<file path="src/sub_idx_defs.vh">
// Constants for the subtract and indexed-operation decoder
`ifndef SUB_IDX_DEFS_VH
`define SUB_IDX_DEFS_VH
// Opcode patterns (upper byte of the instruction word)
`define OPC_LIT_MINUS_ACC 8'h08
`define OPC_FILE_MINUS_ACC_HI 6'h17
`define OPC_IDX_ADD_HI 6'h09
`define OPC_IDX_BIT_SET_HI 4'h8
`define OPC_IDX_FILL 8'h68
// Highest offset handled by indexed literal offset addressing
`define IDX_OFFSET_MAX 8'h5F
// Fill value
`define FILL_VALUE 8'hFF
// Status flag bit positions
`define FLAG_C 0
`define FLAG_DC 1
`define FLAG_Z 2
`define FLAG_OV 3
`define FLAG_N 4
// Phase counter codes
`define PH_DECODE 2'h0
`define PH_READ 2'h1
`define PH_PROCESS 2'h2
`define PH_WRITE 2'h3
`endif

</file>
<file path="src/sub_idx_core.v">
// Decoder and executor for five single-cycle subtract and indexed instructions
// Function
// - Literal minus accumulator into accumulator, updating N, OV, C, DC, Z.
// - Literal minus accumulator is one word, one four-phase instruction cycle.
// - File minus accumulator into accumulator (d=0) or file (d=1), flags updated.
// - Access bit 0 selects access bank; 1 uses bank selector for bank.
// - a=0, extended set, address <= 95: use index pointer two plus offset.
// - File minus accumulator is one word and one four-phase cycle.
// - Indexed add: accumulator plus byte at pointer+offset, to acc or byte.
// - Indexed bit set: set bit b at pointer+offset, flags unchanged.
// - Indexed fill: write FFh to pointer+offset, flags unchanged, one cycle.
`timescale 1ns/1ps
`include "sub_idx_defs.vh"

module sub_idx_core (
    input wire clk,
    input wire reset_n,
    input wire instr_valid,
    input wire [15:0] instr_word,
    input wire ext_set_en,
    input wire [3:0] bank_selector,
    input wire [11:0] index_pointer_two,
    input wire [7:0] mem_rdata,
    output reg [11:0] mem_addr,
    output reg mem_rd,
    output reg mem_wr,
    output reg [7:0] mem_wdata,
    output reg [7:0] acc,
    output reg [4:0] status,
    output reg busy,
    output reg done,
    output reg illegal
);

// ----------------------------------------
// Decode
// ----------------------------------------
wire [7:0] hi = instr_word[15:8];
wire [7:0] lo = instr_word[7:0];
wire is_lit = (hi == `OPC_LIT_MINUS_ACC);
wire is_fsub = (hi[7:2] == `OPC_FILE_MINUS_ACC_HI);
wire is_add = (hi[7:2] == `OPC_IDX_ADD_HI) && !hi[0] && ext_set_en;
wire is_bset = (hi[7:4] == `OPC_IDX_BIT_SET_HI) && !hi[0] && ext_set_en;
wire is_fill = (hi == `OPC_IDX_FILL) && ext_set_en;
wire known = is_lit | is_fsub | is_add | is_bset | is_fill;

// Latched instruction fields
reg [1:0] phase_reg;
reg [2:0] op_reg;
reg [7:0] k_reg;
reg d_reg;
reg [2:0] bit_reg;
reg [7:0] operand_reg;
localparam OP_LIT = 3'h0;
localparam OP_FSUB = 3'h1;
localparam OP_ADD = 3'h2;
localparam OP_BSET = 3'h3;
localparam OP_FILL = 3'h4;

// ----------------------------------------
// Operation select
// ----------------------------------------
// Decode terms folded into the latched operation code. Fill is the fallback
// because the known term already screens out every other word.
reg [2:0] op_next;
always @* begin
    op_next = OP_FILL;
    if (is_lit) begin
        op_next = OP_LIT;
    end else if (is_fsub) begin
        op_next = OP_FSUB;
    end else if (is_add) begin
        op_next = OP_ADD;
    end else if (is_bset) begin
        op_next = OP_BSET;
    end
end

// Only operations with a memory operand issue a read in the read phase;
// literal and fill never touch the read port
wire needs_read = !is_lit && !is_fill;

// ----------------------------------------
// Address formation
// ----------------------------------------
// The address is formed from the live word in the decode phase and then
// registered, so mem_addr stands for the whole instruction and the write
// phase reuses it without recomputing from inputs that may have moved.
reg [11:0] addr_next;
always @* begin
    addr_next = index_pointer_two + {5'h00, instr_word[6:0]};
    if (is_fsub) begin
        if (instr_word[8]) begin
            addr_next = {bank_selector, lo};
        end else if (ext_set_en && (lo <= `IDX_OFFSET_MAX)) begin
            addr_next = index_pointer_two + {4'h0, lo};
        end else begin
            // Access bank: offsets up to 5Fh map to bank 0, offsets 60h and above to bank F
            addr_next = (lo <= `IDX_OFFSET_MAX) ? {4'h0, lo} : {4'hF, lo};
        end
    end
end

// ----------------------------------------
// Arithmetic
// ----------------------------------------
// One adder serves add and both subtract forms. The minuend or first
// addend is the literal or the fetched operand; the accumulator is always
// the second operand, inverted for subtraction.
reg [7:0] a_op;
reg [7:0] b_op;
reg sub_mode;
always @* begin
    a_op = (op_reg == OP_LIT) ? k_reg : operand_reg;
    b_op = acc;
    sub_mode = (op_reg == OP_LIT) || (op_reg == OP_FSUB);
end
// Subtract is a + ~b + 1, so carry out equals not-borrow
wire [8:0] sum9 = {1'b0, a_op} + {1'b0, (sub_mode ? ~b_op : b_op)} + {8'h00, sub_mode};
wire [4:0] sum5 = {1'b0, a_op[3:0]} + {1'b0, (sub_mode ? ~b_op[3:0] : b_op[3:0])}
    + {4'h0, sub_mode};
wire [7:0] res = sum9[7:0];
wire bx7 = sub_mode ? ~b_op[7] : b_op[7];
wire ov = (a_op[7] == bx7) && (res[7] != a_op[7]);
// Flag terms, packed as {N, OV, Z, DC, C}
wire flag_n = res[7];
wire flag_ov = ov;
wire flag_z = (res == 8'h00);
wire flag_dc = sum5[4];
// Carry out of a + ~b + 1 is the inverted borrow
wire flag_c = sum9[8];
wire [4:0] flags_new = {flag_n, flag_ov, flag_z, flag_dc, flag_c};
wire [7:0] bset_val = operand_reg | (8'h01 << bit_reg);

// ----------------------------------------
// Four-phase sequencer
// ----------------------------------------
// Decode latches the word and requests the operand, read captures it,
// process lets the adder settle, write commits the destination. Strobes
// are cleared every cycle so each one stands for exactly one clock.
// A new word is only looked at in the decode phase, so words offered
// while busy are ignored rather than queued.
always @(posedge clk) begin
    if (!reset_n) begin
        phase_reg <= `PH_DECODE;
        op_reg <= OP_LIT;
        k_reg <= 8'h00;
        d_reg <= 1'b0;
        bit_reg <= 3'h0;
        operand_reg <= 8'h00;
        mem_addr <= 12'h000;
        mem_rd <= 1'b0;
        mem_wr <= 1'b0;
        mem_wdata <= 8'h00;
        acc <= 8'h00;
        status <= 5'h00;
        busy <= 1'b0;
        done <= 1'b0;
        illegal <= 1'b0;
    end else begin
        mem_rd <= 1'b0;
        mem_wr <= 1'b0;
        done <= 1'b0;
        illegal <= 1'b0;
        case (phase_reg)
            `PH_DECODE: begin
                if (instr_valid) begin
                    if (known) begin
                        k_reg <= lo;
                        d_reg <= instr_word[9];
                        bit_reg <= instr_word[11:9];
                        mem_addr <= addr_next;
                        mem_rd <= needs_read; // Read phase request
                        busy <= 1'b1;
                        phase_reg <= `PH_READ;
                        op_reg <= op_next;
                    end else begin
                        illegal <= 1'b1;
                    end
                end
            end
            `PH_READ: begin
                // Data returns in the same cycle as the read strobe
                operand_reg <= mem_rdata;
                phase_reg <= `PH_PROCESS;
            end
            `PH_PROCESS: begin
                // Adder inputs are all registered here, so the result
                // is settled well before the write phase commits it
                phase_reg <= `PH_WRITE;
            end
            `PH_WRITE: begin
                case (op_reg)
                    OP_LIT: begin
                        acc <= res;
                        status <= flags_new;
                    end
                    OP_FSUB, OP_ADD: begin
                        status <= flags_new;
                        if (d_reg) begin
                            mem_wr <= 1'b1;
                            mem_wdata <= res;
                        end else begin
                            acc <= res;
                        end
                    end
                    OP_BSET: begin
                        mem_wr <= 1'b1;
                        mem_wdata <= bset_val;
                    end
                    default: begin
                        mem_wr <= 1'b1;
                        mem_wdata <= `FILL_VALUE;
                    end
                endcase
                busy <= 1'b0;
                done <= 1'b1;
                phase_reg <= `PH_DECODE;
            end
            default: phase_reg <= `PH_DECODE;
        endcase
    end
end

endmodule // sub_idx_core

</file>
<file path="config.mk">
export PLATFORM = sky130hd
export DESIGN_NAME = sub_idx_core
export DESIGN_NICKNAME = d
export VERILOG_FILES = /design/src/sub_idx_core.v
export VERILOG_INCLUDE_DIRS = /design/src
export SDC_FILE = /design/constraint.sdc
export NUM_CORES = 1
export LEC_CHECK = 0
export ABC_AREA = 0
export BUFFER_PORTS_ARGS = -buffer_cell sky130_fd_sc_hd__buf_2
export CAP_MARGIN = 25
export CORE_AREA = 5 5 89 91
export DETAILED_ROUTE_END_ITERATION = 10
export DIE_AREA = 0 0 94 96
export GPL_TIMING_DRIVEN = 0
export PLACE_DENSITY = 0.91
export SETUP_SLACK_MARGIN = 0.02
export SLEW_MARGIN = 40
export SYNTH_ARGS = -nofsm -noshare
export SYNTH_HDL_FRONTEND = slang
export SYNTH_SLANG_ARGS = --single-unit
export TNS_END_PERCENT = 50
</file>
<file path="constraint.sdc">
create_clock -name clk -period 6.4 [get_ports clk]
set_input_delay 0.96 -clock clk [delete_from_list [all_inputs] [get_ports clk]]
set_output_delay 0.96 -clock clk [all_outputs]
set_load 0.01 [all_outputs]
</file>
## After elaboration in Yosys (flattened, before gate mapping)

Index checks and enable logic that the tools add are counted.

| cells by class | value |
|---|---|
| add/sub/neg operators | 6 |
| $mul | 0 |
| div/mod/pow operators | 0 |
| order comparisons | 1 |
| eq/ne operators | 17 |
| shift-type cells | 1 |
| mux-type cells | 26 |
| bitwise gates (word level) | 9 |
| reductions and logical operators | 28 |

Operators with widths:

| cell | number |
|---|---|
| $mux 12 | 4 |
| $mux 8 | 4 |
| $pmux 8 s3 | 1 |
| $pmux 8 s2 | 1 |
| $reduce_and 3->1 | 5 |
| $add 12x7->12 | 1 |
| $add 12x8->12 | 1 |
| $mux 3 | 4 |
| $add 8x8->9 | 1 |
| $add 9x1->9 | 1 |
| $eq 8x4->1 const B | 1 |
| $eq 8x7->1 const B | 1 |
| $le 8x7->1 const B | 1 |
| $logic_and 1x1->1 | 8 |
| $logic_not 8->1 | 1 |
| $ne 2x2->1 const B | 4 |
| $not 8->8 | 1 |
| $or 8x8->8 | 1 |
| $pmux 2 s4 | 1 |
| $shl 1x3->8 const A | 1 |
| $eq 3x2->1 const B | 2 |
| $eq 6x4->1 const B | 1 |
| $eq 6x5->1 const B | 1 |
| $mux 1 | 6 |
| other kinds (23) | 35 |

| storage, ports and cells | value |
|---|---|
| register bits | 63 |
| bits in latches | 0 |
| bits in writable memories | 0 |
| ROM bits | 0 |
| input port bits | 44 |
| output and inout bits | 38 |
| word-level logic and storage cells | 103 |
| memories kept | 0 |

## Depth between registers and ports, before layout

Gate-level depths: netlist of run 1.

| depth | value |
|---|---|
| depth in word-level cells | 9 |
| gate-level depth with buffers | 12 |
| mapped depth without buffers | 12 |

## Least setup slack after synthesis of run 1

OpenSTA, ideal clock, no wires.

| timing | value |
|---|---|
| path kind | flip-flop to flip-flop |
| from | reg op_reg[2] |
| to | reg status[2] |
| library setup time | 0.069 ns |
| data arrival time | 3.048 ns |
| data required time | 6.331 ns |
| slack | 3.283 ns |
| stages on the path, launching flop included | 11 |
| path buffers | 1 |
| clock period less this slack | 3.117 ns |
| cells stage by stage | dfxtp_1 buf_2 nor2_1 xor2_1 fa_1 a21o_1 a21oi_2 xnor2_1 or4_1 or4_1 o21ai_1 |

| between the ends | value |
|---|---|
| word-level cells in the longest chain between the ends | 6 |
| elaborated cells on any way between the ends | 11 |
| classes of those cells | add/sub (2); eq/ne (2); mux (2); reduce/logical (5) |

RTL lines:

| item | RTL line | source |
|---|---|---|
| start: declaration | sub_idx_core.v:49 | `reg [2:0] op_reg;` |
| start signal: assignment | sub_idx_core.v:176 | `op_reg <= op_next;` |
| $eq 3x1->1 / $logic_not 3->1 (equally long branches) | sub_idx_core.v:116, sub_idx_core.v:193, sub_idx_core.v:114 |  |
| $logic_or 1x1->1 | sub_idx_core.v:116 | `sub_mode = (op_reg == OP_LIT) \|\| (op_reg == OP_FSUB);` |
| $mux 8 | sub_idx_core.v:119 | `wire [8:0] sum9 = {1'b0, a_op} + {1'b0, (sub_mode ? ~b_op : b_op)} + {8'h00, sub_mode};` |
| $add 8x8->9 | sub_idx_core.v:119 |  |
| $add 9x1->9 | sub_idx_core.v:119 |  |
| $logic_not 8->1 | sub_idx_core.v:128 | `wire flag_z = (res == 8'h00);` |
| end signal: assignment | sub_idx_core.v:196 | `status <= flags_new;` |
| end signal: assignment | sub_idx_core.v:199 | `status <= flags_new;` |
| end: declaration | sub_idx_core.v:29 | `output reg [4:0] status,` |

Parallel ways exist; a longest one is shown, timed or not.
A chain may end at the register's enable or synchronous reset.

## Final worst setup path of run 1

Ends and elaborated chain as after synthesis.

==> results of run 1 <==
==> report_power, final <==
part,internal [mW],switching [mW],total [mW]
Sequential,0.401,0.0151,0.416
Clock,0.192,0.167,0.359
Combinational,0.0799,0.116,0.196
==> routing by layer <==
metal	routed length (µm)	part of all wire	track usage	vias to the layer above
met5	0	0	0	-
met3	846	0.081	0.0579	46
met2	4770	0.46	0.377	191
met1	4480	0.43	0.298	1762
li1	-	-	-	1824
met4	308	0.030	0.106	0
==> tightest hold or removal path, delay by kind of cell, from the launching register on <==
family / cells / cell delay [ns]
and+or+nand+nor: 1 / 0.06
AOI/OAI and AO/OA: 1 / 0.05
DFF: 1 / 0.31
==> worst max path at each step <==
stage | cells past startpoint | to | slack (ns)
floorplan | 10 | status[2] | 3.28
finish | 10 | status[2] | 2.80
global route | 10 | status[2] | 2.62
global placement | 10 | status[2] | 2.93
CTS | 10 | status[2] | 2.87
detailed placement | 10 | status[2] | 2.90
==> cells in the mapped netlist, types with 11 or more instances <==
| cell | instances |
|---|---|
| nand3_1 | 13 |
| clkbuf_1 | 14 |
| xor2_1 | 13 |
| ha_1 | 19 |
| mux2i_1 | 16 |
| a31oi_1 | 11 |
| nor2_1 | 43 |
| xnor2_1 | 14 |
| nand2_1 | 56 |
| dfxtp_1 | 62 |
| a21oi_1 | 38 |
| o21ai_0 | 31 |
==> final cells by class <==
class | count | area (µm²)
fillers | 603 | 2530
well taps | 99 | 124
clock inverters | 6 | 70.1
repair buffers | 80 | 400
plain buffers | 24 | 139
multi-input cells | 360 | 2380
clock buffers | 10 | 138
flip-flops and latches | 62 | 1240
inverters | 10 | 37.5
==> layout by cell type (no fill, tap or decap), types with 3 or more instances in the layout <==
cell and n:
nand3_1 13, nor3_1 8, nand2_1 56, nor2_1 43, a21o_1 3, nor2b_1 6, xnor2_1 14, mux2i_1 16
nor4_1 5, a211oi_1 5, a21oi_1 38, mux2_2 7, nor2_2 3, a311oi_2 3, o21ai_0 31, clkinvlp_4 3
a21oi_2 3, buf_2 83, clkbuf_1 14, xor2_1 13, inv_1 9, o211ai_1 7, and3_1 3, buf_6 5
clkbuf_8 10, or2_2 3, dfxtp_1 62, ha_1 19, a31oi_1 11, o21ai_1 4, nand4_1 4
==> stage by stage <==
stage | utilization | power [mW] | hold slack [ns] | setup WS, ns
floorplan | - | 0.552 | 0.433 | 3.28
global placement | 0.611 | 0.606 | 0.440 | 2.93
global route | 0.641 | 1.01 | 0.479 | 2.62
detailed placement | 0.611 | 0.614 | 0.448 | 2.90
CTS | 0.640 | 0.967 | 0.463 | 2.87
finish | 0.641 | 0.971 | 0.460 | 2.80
==> cells by family after synthesis <==
kind of cell / count (synthesis) / synth area share
xor+xnor: 27 / 0.0625
compound gates: 120 / 0.201
buf+inv: 34 / 0.0466
fa+ha+maj: 21 / 0.0734
flops: 62 / 0.328
mux: 23 / 0.0631
simple gates: 169 / 0.225
==> flow_summary.ini, run 1 <==
[outcome]
outcome = completed

[min_path]
min-delay-path-class = reg2reg
whs_path_depth = 2
hold_end = status[2]
min_from = status[2]

[yosys]
ys.warnings.count = 0
avgSynthCellArea_um2 = 8.30
synth_area_leader_cell = dfxtp_1
synth_top_cell_area_share = 0.328
ys.flop_type = dfxtp_1
syn_nets = 521
synth.area.top_cells = dfxtp_1 33%, ha_1 6.3%, nand2_1 5.6%
synth-edff-count = 0
synth_cells = 456
ys_types = 61
ys_async_sr_fraction = 0
synth_area_um2 = 3790
synth-seq-area-share = 0.328
synth_seq_cells = 62

[critical_path]
slowest_delay_ns = 0.61
start_kind = register
r2r_cells = 10
cp_common_cell = or4_1
r2r_start = op_reg[2]
r2r_end = status[2]
crit_path_top_delay_cell = nor2_1
path_cells = buf_2 > nor2_1 > xor2_1 > fa_1 > a21o_1 > a21oi_2 > xnor2_1 > or4_1 > or4_1 > o21ai_1
r2r_slack_ns = 2.80
crit_type = reg2reg
cp_top_family = simple AND/OR/NAND/NOR gates
crit_start = op_reg[2]
path_buf_inv = 1
crit_path_end_kind = register
required_ns = 6.69
critical_path.max_fanout = 10
cp.arrival_ns = 3.89

[clock_tree]
cts.sinks = 62
post_cts_buffers = 0
cts-root-buf = clkbuf_8
cts_tree = done
clkLatencyLatePin_ns = 0.35
htreeDepth = 3
postCtsHoldBufs = 0
path_clk_slew_ns = 0.08
cts-resized-gates = 0
cts_buffer_depth = 2
cts_made_buffers = 9

[timing]
setup_viol = 0
max_freq_mhz = 278
slew_headroom = 0.474
worstMarginPinSlew_ns = 0.787
period_share = 0.563
final-max-slew-violation-count = 0
rsz0062_at_grt = no
finClkSkew_ns = 0.00826
fin_tns_setup_ns = 0
min_period_ns = 3.60
hold_viol_final = 0

[finish]
antenna_cells = 0
design_area_um2 = 4530
final_layout_size_suffix_gt1_frac = 0.248
area_growth_pct = 19.6
fin_cells = 651
max_flop_register = mem_addr
largest_reg_flops = 12
nNetsFinal = 612

[power]
p_per_area_nw_per_um2 = 214
ir_worst_vdd_v = 0.000194
p_leak_nw = 1.88

[place]
post-dp-hpwl_um = 7900
dp.cells = 635
placed_cell_area_um2 = 4310
gp_congestion = 1.06
portBuffers = 80

[floorplan]
die-width_um = 94
die_area_um2 = 9020
rows = 31
die_y_um = 96
initial_core_util = 0.536
core_um2 = 7060
ios = 82

[routing]
vias = 3823
drc = 0
via_per_inst = 5.87
antenna_left = 0
dr.pass1.iters = 5
drtIter0Drc = 316
avgRoutedWirePerCell_um = 16.0
drt-total-wl_um = 10400

[flow_run]
maxCapViolCount = 0

[grt]
grt_usage = 0.235
grt_pass1_wl_um = 16700
grt_overflow = 0
antenna_found_initial = 0
grt_max_degree = 13
grt_pass1_vias = 3638
Note: power is estimated with default switching activity, not from simulation.
==> run 2: changes to the inputs <==
--- a/config.mk
+++ b/config.mk
@@ -6,14 +6,14 @@
 export SDC_FILE = /design/constraint.sdc
 export NUM_CORES = 1
 export LEC_CHECK = 0
-export ABC_AREA = 0
+export ABC_AREA = 1
 export BUFFER_PORTS_ARGS = -buffer_cell sky130_fd_sc_hd__buf_2
 export CAP_MARGIN = 25
-export CORE_AREA = 5 5 89 91
+export CORE_AREA = 5 5 92 94
 export DETAILED_ROUTE_END_ITERATION = 10
-export DIE_AREA = 0 0 94 96
+export DIE_AREA = 0 0 97 99
 export GPL_TIMING_DRIVEN = 0
-export PLACE_DENSITY = 0.91
+export PLACE_DENSITY = 0.89
 export SETUP_SLACK_MARGIN = 0.02
 export SLEW_MARGIN = 40
 export SYNTH_ARGS = -nofsm -noshare
==> constraint.sdc (replaced) <==
create_clock -name clk -period 3.5 [get_ports clk]
set_input_delay 0.525 -clock clk [delete_from_list [all_inputs] [get_ports clk]]
set_output_delay 0.525 -clock clk [all_outputs]
set_load 0.01 [all_outputs]
==> run 2 against run 1 <==
Compared with the run above: maximum frequency increased by 22%; core utilization down 1.5 points; critical path type unchanged; cell count increased by 20%; register-to-register slack lost 2.3 ns; first-iteration DRC count down 41%; sequential power increased by 97%; highest routed layer unchanged; hold slack worse by 0.024 ns.
==> flow_summary.ini, run 2 <==
[outcome]
outcome = completed

[flow_run]
maxCapViolCount = 0

[yosys]
synth_area_um2 = 4000
ys_async_sr_fraction = 0
syn_nets = 648
synth-edff-count = 0
synth_cells = 583
synth-seq-area-share = 0.311
ys_types = 45
synth_seq_cells = 62
synth.area.top_cells = dfxtp_1 31%, nand2_1 11%, o21ai_0 8.3%
yosysMostFrequentCell = nand2_1
synth_area_leader_cell = dfxtp_1
synth_top_cell_area_share = 0.311
avgSynthCellArea_um2 = 6.85
ys.flop_type = dfxtp_1
ys.warnings.count = 0
netlist_top_cells_count = 115 x nand2_1, 74 x inv_1, 66 x o21ai_0

[min_path]
min-delay-path-class = in2reg
min_from = mem_rdata[5]

[critical_path]
cp.arrival_ns = 3.23
critical_path.max_fanout = 10
required_ns = 3.78
path_buf_inv = 2
crit_type = reg2reg
crit_start = op_reg[2]
crit_path_top_delay_cell = dfxtp_1
cp_top_family = simple AND/OR/NAND/NOR gates
slowest_delay_ns = 0.55
start_kind = register
crit_path_end_kind = register
cp_common_cell = nand2_1
path_cells = inv_2 > nand2_4 > clkbuf_1 > o21ai_0 > fa_1 > nand3_1 > nand2_1 > nand2_1 > nand2_1 > nor2_1 > nand2_1 > nor2_1 > nand2_1 > nor2_1 > nand2_1 > a21oi_2
r2r_start = op_reg[2]

[clock_tree]
clkLatencyLatePin_ns = 0.34
path_clk_slew_ns = 0.07
postCtsHoldBufs = 0
cts-root-buf = clkbuf_8
cts_made_buffers = 9
cts_tree = done
cts.sinks = 62
cts_buffer_depth = 2
htreeDepth = 3
post_cts_buffers = 0
cts-resized-gates = 0

[finish]
area_growth_pct = 18.6
final_common_cell = nand2_1
layout_common_cells = 115 x nand2_1, 80 x buf_2, 74 x inv_1
final_layout_size_suffix_gt1_frac = 0.193
antenna_cells = 0
max_flop_register = mem_addr
fillers = 701
nNetsFinal = 739
largest_reg_flops = 12

[routing]
drt-total-wl_um = 11400
dr.pass1.iters = 6
vias = 4172
drc = 0
via_per_inst = 5.34
avgRoutedWirePerCell_um = 14.7
drtIter0Drc = 188
antenna_left = 0

[timing]
rsz0062_at_grt = no
slew_headroom = 0.583
max_freq_mhz = 339
hold_viol_final = 0
setup_viol = 0
period_share = 0.844
fin_tns_setup_ns = 0
worstMarginPinSlew_ns = 0.626
min_period_ns = 2.95
setup_ws_ns = 0.547
finClkSkew_ns = 0.00629
final-max-slew-violation-count = 0

[floorplan]
rows = 32
initial_core_util = 0.528
die-width_um = 97
die_area_um2 = 9600
ios = 82
die_y_um = 99
core_um2 = 7570

[grt]
grt_usage = 0.240
antenna_found_initial = 0
grt_overflow = 0
grt_max_degree = 11
grt_pass1_vias = 4033
grt_pass1_wl_um = 18800

[place]
portBuffers = 80
dp_slack_ns = 0.593
gp_congestion = 0.948
post-dp-hpwl_um = 9060

[power]
p_leak_nw = 2.32
p_per_area_nw_per_um2 = 477
ir_worst_vdd_v = 0.000258
-- run 2: worst register-to-register path, cell delays in order, from the launching register on --
cell,delay (ns)
dfxtp_1,0.55
inv_2,0.10
nand2_4,0.12
clkbuf_1,0.29
o21ai_0,0.25
fa_1,0.52
nand3_1,0.15
nand2_1,0.07
nand2_1,0.07
nand2_1,0.10
nor2_1,0.15
nand2_1,0.06
nor2_1,0.09
nand2_1,0.06
nor2_1,0.11
nand2_1,0.08
a21oi_2,0.10
-- run 2: path summary, 6_finish.rpt --
check	depth (start not counted)	endpoint	slack, ns
hold / removal	3	operand_reg[5]	0.44
hold reg to reg	2	k_reg[3]	0.46
setup reg to reg	16	status[2]	0.55
setup / recovery	16	status[2]	0.55
-- run 2: routing by layer --
metal	vias to the layer above	wire, µm	part of all wire	track usage
met2	154	5630	0.49	0.427
met3	20	692	0.060	0.0545
met4	0	287	0.025	0.0929
li1	2101	-	-	-
met5	-	0	0	0
met1	1897	4840	0.42	0.281
-- run 2: kinds of logic (layout without fill, tap and decap cells) --
group           Yosys count  after routing  synth area share
compound gates          149            149             0.197
xor+xnor                 15             15            0.0329
fa+ha+maj                21             21            0.0695
buf+inv                  96            192             0.104
flops                    62             62             0.311
mux                       3              3           0.00908
simple gates            237            237             0.277
-- run 2: final cells by class --
cell class	count	area, µm²	share of cell area
multi-input combinational	425	2340	0.493
sequential	62	1240	0.262
timing repair buffer	80	400	0.0845
inverter	79	297	0.0626
clock buffer	12	145	0.0306
tap	102	128	0.0269
buffer	17	120	0.0253
clock inverter	4	70.1	0.0148
-- run 2: power by group --
part	switching, mW	total [mW]	internal [mW]	leakage [nW]
logic	0.482	0.742	0.260	1.70
clock network	0.281	0.699	0.419	0.110
registers	0.0449	0.820	0.775	0.502
-- run 2: metrics by stage --
stage	power [mW]	instance area (µm²)	cells	hold slack [ns]	utilization
floorplan	1.35	4000	583	0.425	-
global placement	1.54	4520	765	0.444	0.598
detailed placement	1.56	4520	765	0.447	0.598
CTS	2.27	4740	781	0.422	0.626
global route	2.41	4740	781	0.431	0.626
finish	2.26	4740	781	0.436	0.626
